File: config.mk
export PLATFORM = sky130hd
export DESIGN_NAME = rtc_alarm_calibration
export DESIGN_NICKNAME = d
export VERILOG_FILES = /design/src/common/rtc_alarm_pkg.sv /design/src/design/alarm_match.sv /design/src/design/rtc_alarm_calibration.sv
export VERILOG_INCLUDE_DIRS = /design/src /design/src/common
export SDC_FILE = /design/constraint.sdc
export NUM_CORES = 1
export LEC_CHECK = 0
export ABC_AREA = 1
export BUFFER_PORTS_ARGS = -buffer_cell sky130_fd_sc_hd__buf_2
export CAP_MARGIN = 5
export CORE_UTILIZATION = 45
export CTS_BUF_LIST = sky130_fd_sc_hd__clkbuf_4
export CTS_CLUSTER_SIZE = 40
export DETAILED_ROUTE_END_ITERATION = 10
export PLACE_DENSITY = 0.79
export SYNTH_ARGS = -nofsm -noshare
export SYNTH_HDL_FRONTEND = slang
export SYNTH_SLANG_ARGS = --single-unit
File: constraint.sdc
create_clock -name pclk -period 1.47 [get_ports pclk]
set_input_delay 0.147 -clock pclk [delete_from_list [all_inputs] [get_ports pclk]]
set_output_delay 0.147 -clock pclk [all_outputs]
set_load 0.01 [all_outputs]
File: src/common/rtc_alarm_cfg.svh
// Register offsets, field positions, reset values and timing counts of the alarm block
`ifndef RTC_ALARM_CFG_SVH
`define RTC_ALARM_CFG_SVH

// ==========================================================================
// Register byte offsets
`define OFS_ALARM_CONFIG_REPEAT  12'h000
`define OFS_ALARM_VALUE_WINDOW   12'h004
`define OFS_CONFIG_CALIBRATION   12'h008
`define OFS_TIME_MONTH_DAY       12'h00C
`define OFS_TIME_WEEKDAY_HOUR    12'h010
`define OFS_TIME_MINUTE_SECOND   12'h014
`define OFS_STATUS               12'h018

// ==========================================================================
// Alarm configuration fields
`define BIT_ALARM_ON     15
`define BIT_CHIME        14
`define POS_INTERVAL     10
`define POS_POINTER      8
`define POS_REPEAT       0

// ==========================================================================
// Calibration register fields
`define BIT_WRITE_UNLOCK 15
`define BIT_TIMER_ON     14
`define POS_CAL          0

// ==========================================================================
// Value masks of implemented bits
`define MASK_MONTH_DAY      16'h1F3F
`define MASK_WEEKDAY_HOUR   16'h073F
`define MASK_MINUTE_SECOND  16'h7F7F

// ==========================================================================
// Reset values
`define RST_CONFIG_REPEAT   16'h0000
`define RST_CALIBRATION     16'h0000
`define RST_ALARM_VALUE     16'h0000

// ==========================================================================
// Timing
`define RTC_TICKS_PER_HALF_SEC  16384
`define CAL_STEP_PULSES         4

`endif

File: src/common/rtc_alarm_pkg.sv
// Types shared by the alarm and calibration block
package rtc_alarm_pkg;

    typedef enum logic [3:0] {
        iv_half_sec, iv_second, iv_ten_sec, iv_minute, iv_ten_min,
        iv_hour, iv_day, iv_week, iv_month, iv_year,
        iv_res_a, iv_res_b, iv_res_c, iv_res_d, iv_res_e, iv_res_f
    } interval_e;

    typedef enum logic [1:0] {
        ptr_min_sec, ptr_wd_hour, ptr_month_day, ptr_none
    } value_ptr_e;

endpackage

File: src/design/alarm_match.sv
// Alarm digit comparator selected by the interval code
`timescale 1ns/1ps
`include "rtc_alarm_cfg.svh"
module alarm_match
    import rtc_alarm_pkg::*;
(
    // Selection
    input  wire logic [3:0]  interval,
    // Alarm digits
    input  wire logic [15:0] al_month_day,
    input  wire logic [15:0] al_wd_hour,
    input  wire logic [15:0] al_min_sec,
    // Current digits
    input  wire logic [15:0] tm_month_day,
    input  wire logic [15:0] tm_wd_hour,
    input  wire logic [15:0] tm_min_sec,
    // Result
    output logic             match
);

    logic sec1, sec10, min1, min10, hr, wd, dy, mo;

    assign sec1  = al_min_sec[3:0]    == tm_min_sec[3:0];
    assign sec10 = al_min_sec[6:4]    == tm_min_sec[6:4];
    assign min1  = al_min_sec[11:8]   == tm_min_sec[11:8];
    assign min10 = al_min_sec[14:12]  == tm_min_sec[14:12];
    assign hr    = al_wd_hour[5:0]    == tm_wd_hour[5:0];
    assign wd    = al_wd_hour[10:8]   == tm_wd_hour[10:8];
    assign dy    = al_month_day[5:0]  == tm_month_day[5:0];
    assign mo    = al_month_day[12:8] == tm_month_day[12:8];

    // Each wider interval from iv_ten_sec up adds digits, but iv_month compares the day in place of the weekday; reserved codes never match
    always_comb begin
        unique case (interval_e'(interval))
            iv_half_sec: match = 1'b1;
            iv_second:   match = 1'b1;
            iv_ten_sec:  match = sec1;
            iv_minute:   match = sec1 & sec10;
            iv_ten_min:  match = sec1 & sec10 & min1;
            iv_hour:     match = sec1 & sec10 & min1 & min10;
            iv_day:      match = sec1 & sec10 & min1 & min10 & hr;
            iv_week:     match = sec1 & sec10 & min1 & min10 & hr & wd;
            iv_month:    match = sec1 & sec10 & min1 & min10 & hr & dy;
            iv_year:     match = sec1 & sec10 & min1 & min10 & hr & dy & mo;
            default:     match = 1'b0;
        endcase
    end

endmodule

File: src/design/rtc_alarm_calibration.sv
// Alarm compare, repeat, pulse output and minute calibration with APB registers
//
// Register access over APB and the register offsets were chosen for this implementation.
`timescale 1ns/1ps
`include "rtc_alarm_cfg.svh"
module rtc_alarm_calibration
    import rtc_alarm_pkg::*;
#(
    parameter int TICKS_PER_HALF_SEC = `RTC_TICKS_PER_HALF_SEC
)(
    // APB
    input  wire logic        pclk,
    input  wire logic        presetn,
    input  wire logic        psel,
    input  wire logic        penable,
    input  wire logic        pwrite,
    input  wire logic [11:0] paddr,
    input  wire logic [31:0] pwdata,
    input  wire logic [3:0]  pstrb,
    output logic      [31:0] prdata,
    output logic             pready,
    output logic             pslverr,
    // Time base from the timekeeping counters (same clock)
    input  wire logic        rtc_tick,
    input  wire logic        half_sec_tick,
    input  wire logic        minute_rollover,
    input  wire logic        rollover_window,
    input  wire logic [15:0] time_month_day,
    input  wire logic [15:0] time_weekday_hour,
    input  wire logic [15:0] time_minute_second,
    // Calibration output to the timer counter
    output logic             cal_apply,
    output logic signed [10:0] cal_pulses,
    // Alarm outputs
    output logic             alarm_event,
    output logic             alarm_pulse
);

    // ======================================================================
    // Register state
    logic [15:0] cfg_ff, nxt_cfg;
    logic [15:0] cal_ff, nxt_cal;
    logic [15:0] al_md_ff, nxt_al_md;
    logic [15:0] al_wh_ff, nxt_al_wh;
    logic [15:0] al_ms_ff, nxt_al_ms;
    logic        half_ff, nxt_half;
    logic        event_ff, nxt_event;
    logic        pulse_ff, nxt_pulse;
    logic        cal_apply_ff, nxt_cal_apply;
    logic signed [10:0] cal_pulses_ff, nxt_cal_pulses;
    logic [31:0] rdata_ff, nxt_rdata;
    logic        match;

    logic wr_access, rd_access, window_high;
    logic [1:0] ptr;

    // Zero-wait slave: the access phase completes in its first cycle
    assign wr_access   = psel & penable & pwrite;
    assign rd_access   = psel & penable & ~pwrite;
    assign ptr         = cfg_ff[`POS_POINTER +: 2];
    assign window_high = psel & penable & (paddr == `OFS_ALARM_VALUE_WINDOW) & 
                         (pwrite ? pstrb[3] : 1'b1);

    function automatic logic known_addr(input logic [11:0] a);
        known_addr = (a == `OFS_ALARM_CONFIG_REPEAT) || (a == `OFS_ALARM_VALUE_WINDOW) ||
                     (a == `OFS_CONFIG_CALIBRATION)  || (a == `OFS_TIME_MONTH_DAY) ||
                     (a == `OFS_TIME_WEEKDAY_HOUR)   || (a == `OFS_TIME_MINUTE_SECOND) ||
                     (a == `OFS_STATUS);
    endfunction

    function automatic logic [15:0] merge(input logic [15:0] old, input logic [15:0] wd,
                                          input logic [1:0] st);
        merge = {st[1] ? wd[15:8] : old[15:8], st[0] ? wd[7:0] : old[7:0]};
    endfunction

    // ======================================================================
    // Comparator
    alarm_match u_match (
        .interval     (cfg_ff[`POS_INTERVAL +: 4]),
        .al_month_day (al_md_ff),
        .al_wd_hour   (al_wh_ff),
        .al_min_sec   (al_ms_ff),
        .tm_month_day (time_month_day),
        .tm_wd_hour   (time_weekday_hour),
        .tm_min_sec   (time_minute_second),
        .match        (match)
    );

    // ======================================================================
    // Next-state logic
    always_comb begin
        logic       fire;
        logic [15:0] hi;
        logic [15:0] lo;
        logic       unlock;
        fire   = 1'b0;
        hi     = 16'h0000;
        lo     = 16'h0000;
        unlock = cal_ff[`BIT_WRITE_UNLOCK];
        nxt_cfg        = cfg_ff;
        nxt_cal        = cal_ff;
        nxt_al_md      = al_md_ff;
        nxt_al_wh      = al_wh_ff;
        nxt_al_ms      = al_ms_ff;
        nxt_half       = half_ff;
        nxt_event      = 1'b0;
        nxt_pulse      = pulse_ff;
        nxt_cal_apply  = 1'b0;
        nxt_cal_pulses = cal_pulses_ff;
        nxt_rdata      = 32'h0000_0000;

        // Register writes
        if (wr_access) begin
            unique case (paddr)
                `OFS_ALARM_CONFIG_REPEAT: nxt_cfg = merge(cfg_ff, pwdata[15:0], pstrb[1:0]);
                `OFS_CONFIG_CALIBRATION:  nxt_cal = merge(cal_ff, pwdata[15:0], pstrb[1:0])
                                                    & 16'hC0FF;
                `OFS_ALARM_VALUE_WINDOW: begin
                    unique case (value_ptr_e'(ptr))
                        ptr_min_sec: begin
                            nxt_al_ms = merge(al_ms_ff, {pwdata[31:24], pwdata[7:0]},
                                              {pstrb[3], pstrb[0]})
                                        & `MASK_MINUTE_SECOND;
                        end
                        ptr_wd_hour: if (unlock) begin
                            nxt_al_wh = merge(al_wh_ff, {pwdata[31:24], pwdata[7:0]},
                                              {pstrb[3], pstrb[0]})
                                        & `MASK_WEEKDAY_HOUR;
                        end
                        ptr_month_day: if (unlock) begin
                            nxt_al_md = merge(al_md_ff, {pwdata[31:24], pwdata[7:0]},
                                              {pstrb[3], pstrb[0]})
                                        & `MASK_MONTH_DAY;
                        end
                        ptr_none: ;
                    endcase
                end
                default: ;
            endcase
        end
        // High byte of the window maps minutes, weekday, month; low byte seconds, hour, day
        unique case (value_ptr_e'(ptr))
            ptr_min_sec:   begin hi = al_ms_ff; lo = al_ms_ff; end
            ptr_wd_hour:   begin hi = al_wh_ff; lo = al_wh_ff; end
            ptr_month_day: begin hi = al_md_ff; lo = al_md_ff; end
            ptr_none:      begin hi = 16'h0000; lo = 16'h0000; end
        endcase

        // Register reads
        if (rd_access) begin
            unique case (paddr)
                `OFS_ALARM_CONFIG_REPEAT: nxt_rdata = {16'h0000, cfg_ff};
                `OFS_ALARM_VALUE_WINDOW:  nxt_rdata = {hi[15:8], 16'h0000, lo[7:0]};
                `OFS_CONFIG_CALIBRATION:  nxt_rdata = {16'h0000, cal_ff};
                `OFS_TIME_MONTH_DAY:      nxt_rdata = {16'h0000, time_month_day};
                `OFS_TIME_WEEKDAY_HOUR:   nxt_rdata = {16'h0000, time_weekday_hour};
                `OFS_TIME_MINUTE_SECOND:  nxt_rdata = {16'h0000, time_minute_second};
                `OFS_STATUS:              nxt_rdata = {30'h0000_0000, pulse_ff,
                                                       rollover_window};
                default:                  nxt_rdata = 32'h0000_0000;
            endcase
        end

        // Pointer walks down after each access to the high half, stopping at zero
        if (window_high && ptr != 2'h0 && !(wr_access && paddr == `OFS_ALARM_CONFIG_REPEAT)) begin
            nxt_cfg[`POS_POINTER +: 2] = ptr - 2'h1;
        end

        // Half-second phase so that the every-second code fires on whole seconds only
        if (half_sec_tick) begin
            nxt_half = ~half_ff;
        end

        // One evaluation per tick, so a steady match fires at most once per tick rather than every cycle
        if (half_sec_tick && cfg_ff[`BIT_ALARM_ON] && match) begin
            fire = (cfg_ff[`POS_INTERVAL +: 4] == 4'h0) | half_ff;
        end

        if (fire) begin
            nxt_event = 1'b1;
            nxt_pulse = ~pulse_ff;
            if (cfg_ff[`POS_REPEAT +: 8] != 8'h00) begin
                nxt_cfg[`POS_REPEAT +: 8] = cfg_ff[`POS_REPEAT +: 8] - 8'h01;
            end else if (cfg_ff[`BIT_CHIME]) begin
                nxt_cfg[`POS_REPEAT +: 8] = 8'hFF;
            end else begin
                nxt_cfg[`BIT_ALARM_ON] = 1'b0;
            end
        end

        // Minute correction: signed byte times four, positive adds, negative removes
        if (minute_rollover && cal_ff[`BIT_TIMER_ON]) begin
            nxt_cal_apply  = 1'b1;
            nxt_cal_pulses = 11'(signed'(cal_ff[7:0])) * 11'sd4;
        end
    end

    // ======================================================================
    // Registers
    always_ff @(posedge pclk or negedge presetn) begin
        if (!presetn) begin
            cfg_ff        <= `RST_CONFIG_REPEAT;
            cal_ff        <= `RST_CALIBRATION;
            al_md_ff      <= `RST_ALARM_VALUE;
            al_wh_ff      <= `RST_ALARM_VALUE;
            al_ms_ff      <= `RST_ALARM_VALUE;
            half_ff       <= 1'b0;
            event_ff      <= 1'b0;
            pulse_ff      <= 1'b0;
            cal_apply_ff  <= 1'b0;
            cal_pulses_ff <= 11'sd0;
            rdata_ff      <= 32'h0000_0000;
        end else begin
            cfg_ff        <= nxt_cfg;
            cal_ff        <= nxt_cal;
            al_md_ff      <= nxt_al_md;
            al_wh_ff      <= nxt_al_wh;
            al_ms_ff      <= nxt_al_ms;
            half_ff       <= nxt_half;
            event_ff      <= nxt_event;
            pulse_ff      <= nxt_pulse;
            cal_apply_ff  <= nxt_cal_apply;
            cal_pulses_ff <= nxt_cal_pulses;
            rdata_ff      <= nxt_rdata;
        end
    end

    // ======================================================================
    // Outputs
    assign pready      = 1'b1;
    assign pslverr     = psel & penable & ~known_addr(paddr);
    assign prdata      = rd_access ? nxt_rdata : rdata_ff;
    assign alarm_event = event_ff;
    assign alarm_pulse = pulse_ff;
    assign cal_apply   = cal_apply_ff;
    assign cal_pulses  = cal_pulses_ff;

endmodule

-- Word level (Yosys, flattened, before mapping)
Cells that the tools add are included.
- register bits after elaboration: 104
- input bits: 105
- output and inout bits: 48
- logic and storage cells: 115
- add/sub/neg operators: 2
- eq/ne operators: 26
- multiplexer cells: 20
- bitwise logic cells: 18
- reductions and logical operators: 32
- operators with widths (kind ; number):
    $pmux W32 S7 ; 1
    $mux W32 ; 2
    $pmux W16 S4 ; 1
    $mux W8 ; 5
    $eq A12 B5 Y1 const B ; 3
    $mux W16 ; 2
    $eq A12 B4 Y1 const B ; 2
    $reduce_and A5 Y1 ; 4
    $eq A4 B3 Y1 const B ; 4
    $and A1 B1 Y1 ; 13
    $eq A12 B3 Y1 const B ; 1
    $eq A6 B6 Y1 ; 2
    $logic_not A12 Y1 ; 1
    $reduce_and A3 Y1 ; 4
    $eq A3 B3 Y1 ; 3
    $pmux W1 S9 ; 1
    $eq A4 B2 Y1 const B ; 2
    $eq A4 B4 Y1 ; 2
    $eq A4 B4 Y1 const B ; 2
    $reduce_and A4 Y1 ; 2
    $reduce_bool A2 Y1 ; 4
    $reduce_bool A8 Y1 ; 1
    $sub A8 B1 Y8 const B ; 1
    $mux W1 ; 7
    other kinds (14) ; 28

-- Logic depth before layout (Yosys ltp)
- depth after elaboration: 11
- depth in mapped cells: 15
- mapped depth without buffers: 14

-- Modules after synthesis
A second synthesis with hierarchy kept.
- cells, all modules: 966
- area total of the unflattened synthesis: 6377.4 µm²
- modules (own cells, without submodules) (module ; instances ; cells each ; area an instance (µm²) ; seq. area each (µm²)):
    rtc_alarm_calibration ; 1 ; 809 ; 5659.2 ; 2377.3
    alarm_match ; 1 ; 157 ; 718.2 ; 0.0

-- Least setup slack after synthesis
No wires, ideal clock.
- path kind: register -> output
- start point: register cfg_ff[8]
- end point: output prdata[3]
- data arrival time: 1.657 ns
- data required time: 1.323 ns
- path slack: -0.334 ns
- stages on the path, launching flop included: 10
- path buffers: 0
- cell sequence: dfrtp_1 inv_1 ha_1 inv_1 nand2_1 o221ai_1 nand2_1 o221ai_1 nor2_1 o21ai_0
- word-level cells in the longest chain between the ends: 5
- elaborated cells on any way between the ends: 8
- those cells by class: 3 x eq/ne; 4 x mux; 1 x reduce/logical
- ends and longest elaborated chain (what ; RTL line ; source):
    start: declaration ; rtc_alarm_calibration.sv:41 ; logic [15:0] cfg_ff, nxt_cfg;
    start signal: assignment ; rtc_alarm_calibration.sv:202 ; cfg_ff <= `RST_CONFIG_REPEAT;
    start signal: assignment ; rtc_alarm_calibration.sv:214 ; cfg_ff <= nxt_cfg;
    $eq A2 B2 Y1, or another cell as far along ; rtc_alarm_calibration.sv:142 ; unique case (value_ptr_e'(ptr))
    $pmux W16 S4 (*) ; - ;
    $pmux W32 S7 (*) ; rtc_alarm_calibration.sv:151 ; unique case (paddr)
    $mux W32 (*) ; rtc_alarm_calibration.sv:150 ; if (rd_access) begin
    $mux W32 (*) ; rtc_alarm_calibration.sv:232 ; assign prdata = rd_access ? nxt_rdata : rdata_ff;
    end: declaration ; rtc_alarm_calibration.sv:20 ; output logic [31:0] prdata,
Mark *: on every way between the ends. The rest lies on a longest branch, timed or not. The select of a mux whose other input is x is not followed.

-- Worst setup path after layout
- start point: register cfg_ff[9]
- end point: output prdata[25]
- word-level cells in the longest chain between the ends: 5
- elaborated cells on any way between the ends: 8
- those cells by class: 3 x eq/ne; 4 x mux; 1 x reduce/logical
- ends and longest elaborated chain (what ; RTL line):
    $eq A2 B2 Y1, or another cell as far along ; rtc_alarm_calibration.sv:142
    $pmux W16 S4 (*) ; rtc_alarm_calibration.sv:142
    $pmux W32 S7 (*) ; rtc_alarm_calibration.sv:151
    $mux W32 (*) ; rtc_alarm_calibration.sv:150
    $mux W32 (*) ; rtc_alarm_calibration.sv:232
Marks and branches as above.

==> flow_summary.ini <==
[die]
die_w_um = 119
rows = 42
boundaryPins = 153
dieArea_mm2 = 0.0142
core_area_mm2 = 0.0133
die-height_um = 119
start_util_pct = 46.3

[finish]
multi_input_area_mm2 = 0.00365
final_common_cell = nand2_1
most-common-layout-cells = nand2_1, buf_4, buf_2
nNetsFinal = 1331
seqCellArea_mm2 = 0.00238
layoutNonFillerInstCount = 1403
n_fill_cell = 895
drive_gt1_share_pct = 44.2
area_growth_pct = 58.1

[sta]
fin_skew_ns = 0.0170
setup_violations = 60
fmax_mhz = 422
grt_setup_unrepaired = true
fin_ws_ns = -0.902
slew_violations = 0
min_period_over_period_pct = 161
hold_violations = 0
fin_crit_ns = 2.37
whs_ns = 0.00934

[synthesis]
synth_warnings = 0
synthCells = 863
synth_ff_type = dfrtp_1
synth-seq-cells = 95
synthArstFlopShare_pct = 100
seq_area_frac_synth_pct = 38.4
synth_cell_types = 43
netlist_area_mm2 = 0.00618
synth_edf_count = 0
syn_area_per_cell_um2 = 7.17

[cts]
clk_path_buf_depth = 2
clk_pin_slew_worst_paths_ns = 0.17
root_buffer = clkbuf_4
h-tree-depth = 3
clock_latency_ns = 0.53
numCtsBuffers = 9
cts.sinks = 95
cts_tree = done

[route]
drc = 0
routedWlPerCell_um = 17.8
dr.first_iter.drc_count = 886
finalWirelength_um = 24900
ant_nets = 0
drt-pass1-iter-count = 8
vias = 7755
vias_per_cell = 5.53

[setup_path]
worstSetupPathType = register to primary output
crit_path_top_delay_cell = dfrtp_1
r2r_cells = 15
cp_data_arrival_time_ns = 2.23
path_cells = inv_2 -> ha_4 -> inv_8 -> nand2_8 -> buf_4 -> inv_2 -> a221oi_2 -> buf_4 -> o21ai_1 -> buf_2
worst_r2r_endpoint = rdata_ff[0]$_DFF_PN0_
worst-r2r-setup-slack_ns = -0.70
start_kind = register
cp.required_ns = 1.32
r2r-start = cfg_ff[8]$_DFFE_PN0P_
worst_path_largest_cell_delay_ns = 0.43
cp-end-kind = primary output
cp_top_family = buffers and inverters
crit_buf_inv = 6
critPathMaxFanout = 7

[run]
maxCapViolCount = 0

[hold_path]
worstHoldStart = time_weekday_hour[15]
min_to = rdata_ff[15]$_DFF_PN0_
hold_class = input pin to register
min_path_cells = 5

[outcome]
violations = setup timing
run_status = finished with violations

[placed_design]
port_buffers = 129
place_congestion = 0.957
dp_hpwl_um = 16600
placedCellCount = 1312

[grt]
antenna_found_initial = 1
first_global_vias = 7156
grt_first_pass_wirelength_um = 36400
grt-ovfl-total = 0
grt_max_degree = 29
gr-usage-all-layers_pct = 33.4

[power]
ir_worst_vdd_mv = 0.363
cellPowerDensity_mw_per_mm2 = 520
p_leak_nw = 5.13
total_power_w = 0.00509
cell families (layout without fill, tap and decap cells):
kind of cell	count (synthesis)	count (layout)	share of synthesized area [%]
XOR/XNOR	18	18	2.55
other	2	13	0.121
adder cells (fa/ha/maj)	5	5	1.01
buffers and inverters	186	538	12.9
AND/OR/NAND/NOR	398	399	28.3
AO/OA/AOI/OAI	159	159	16.6
flip-flops	95	95	38.4
worst max path at each step:
| stage | endpoint | start | depth (start not counted) |
|---|---|---|---|
| 6_report | prdata[25] | cfg_ff[9]$_DFFE_PN0P_ | 10 |
| 5_1_grt | prdata[0] | cfg_ff[8]$_DFFE_PN0P_ | 11 |
| 4_1_cts | prdata[0] | cfg_ff[8]$_DFFE_PN0P_ | 11 |
| 3_5_place_dp | prdata[11] | paddr[10] | 11 |
| 3_3_place_gp | prdata[0] | paddr[11] | 10 |
| 2_1_floorplan | prdata[12] | paddr[11] | 8 |
final cells by class:
| type | instances | share of cell area [%] |
|---|---|---|
| Antenna cell | 1 | 0.0256 |
| Clock buffer | 9 | 0.691 |
| Clock inverter | 7 | 0.973 |
| Inverter | 151 | 6.05 |
| Multi-Input combinational cell | 593 | 37.4 |
| Sequential cell | 95 | 24.3 |
| Tap cell | 176 | 2.25 |
| Timing Repair Buffer | 371 | 28.3 |
per-layer routing:
layer / routed length [um] / GRT usage (%) / vias to the layer above / part of all wire, %
met5: 0 / 0 / - / 0
met4: 1580 / 16.9 / 0 / 6.3
met3: 2730 / 7.18 / 144 / 11
met2: 11100 / 52.1 / 577 / 45
met1: 9510 / 43.5 / 3600 / 38
li1: - / - / 3434 / -
sequential cells by signal, summed over array words and instances, names as in the netlist:
name / cells
cal_pulses: 8
cfg_ff: 16
cal_ff: 10
cal_apply: 1
rdata_ff: 23
alarm_pulse: 1
al_wh_ff: 9
al_md_ff: 11
half_ff: 1
alarm_event: 1
al_ms_ff: 14
cells in the mapped netlist (7+ instances only):
cell type | n | area, um^2
clkbuf_1 | 7 | 26.3
o211ai_1 | 7 | 52.6
o21ai_2 | 22 | 193
o21ai_1 | 22 | 110
o21ai_0 | 52 | 260
dfrtp_1 | 95 | 2380
inv_2 | 12 | 45.0
buf_2 | 7 | 35.0
o22ai_1 | 8 | 50.1
nor2_1 | 68 | 255
nand2_2 | 8 | 50.1
nand3_1 | 30 | 150
xnor2_1 | 15 | 131
buf_4 | 17 | 128
o221ai_1 | 18 | 158
inv_1 | 138 | 518
nand2_1 | 263 | 987
a21oi_1 | 14 | 70.1
power breakdown:
group	internal (W)	switching, W
clock network	0.000695	0.00103
logic	0.000318	0.000401
registers	0.00263	0.0000115
total	0.00364	0.00145
through the flow:
step	area, um^2	setup WS [ns]	util [%]	setup TNS (ns)
floorplan	6330	-0.0443	-	-0.200
global placement	8280	-0.320	62.0	-15.87
detailed placement	8280	-0.397	62.0	-19.98
CTS	9320	-0.819	69.8	-18.62
global route	9780	-0.978	73.2	-28.81
finish	9780	-0.902	73.2	-24.56
worst register-to-register path, delay by kind of cell, from the launching register on:
| family | cells | cell delay [ns] |
|---|---|---|
| flops | 1 | 0.41 |
| buf+inv | 9 | 0.94 |
| simple gates | 2 | 0.16 |
| fa+ha+maj | 1 | 0.19 |
| compound gates | 3 | 0.42 |
repair_timing:
action | in CTS | in global routing
setup buffers | 27 | 18
hold endpoints to repair | 133 | 0
resized for setup | 122 | 82
pin swaps | 43 | 49
cloned | 2 | 0
setup endpoints to repair | 57 | 82
hold buffers | 31 | 0
Power figures use the tool's default switching activity.
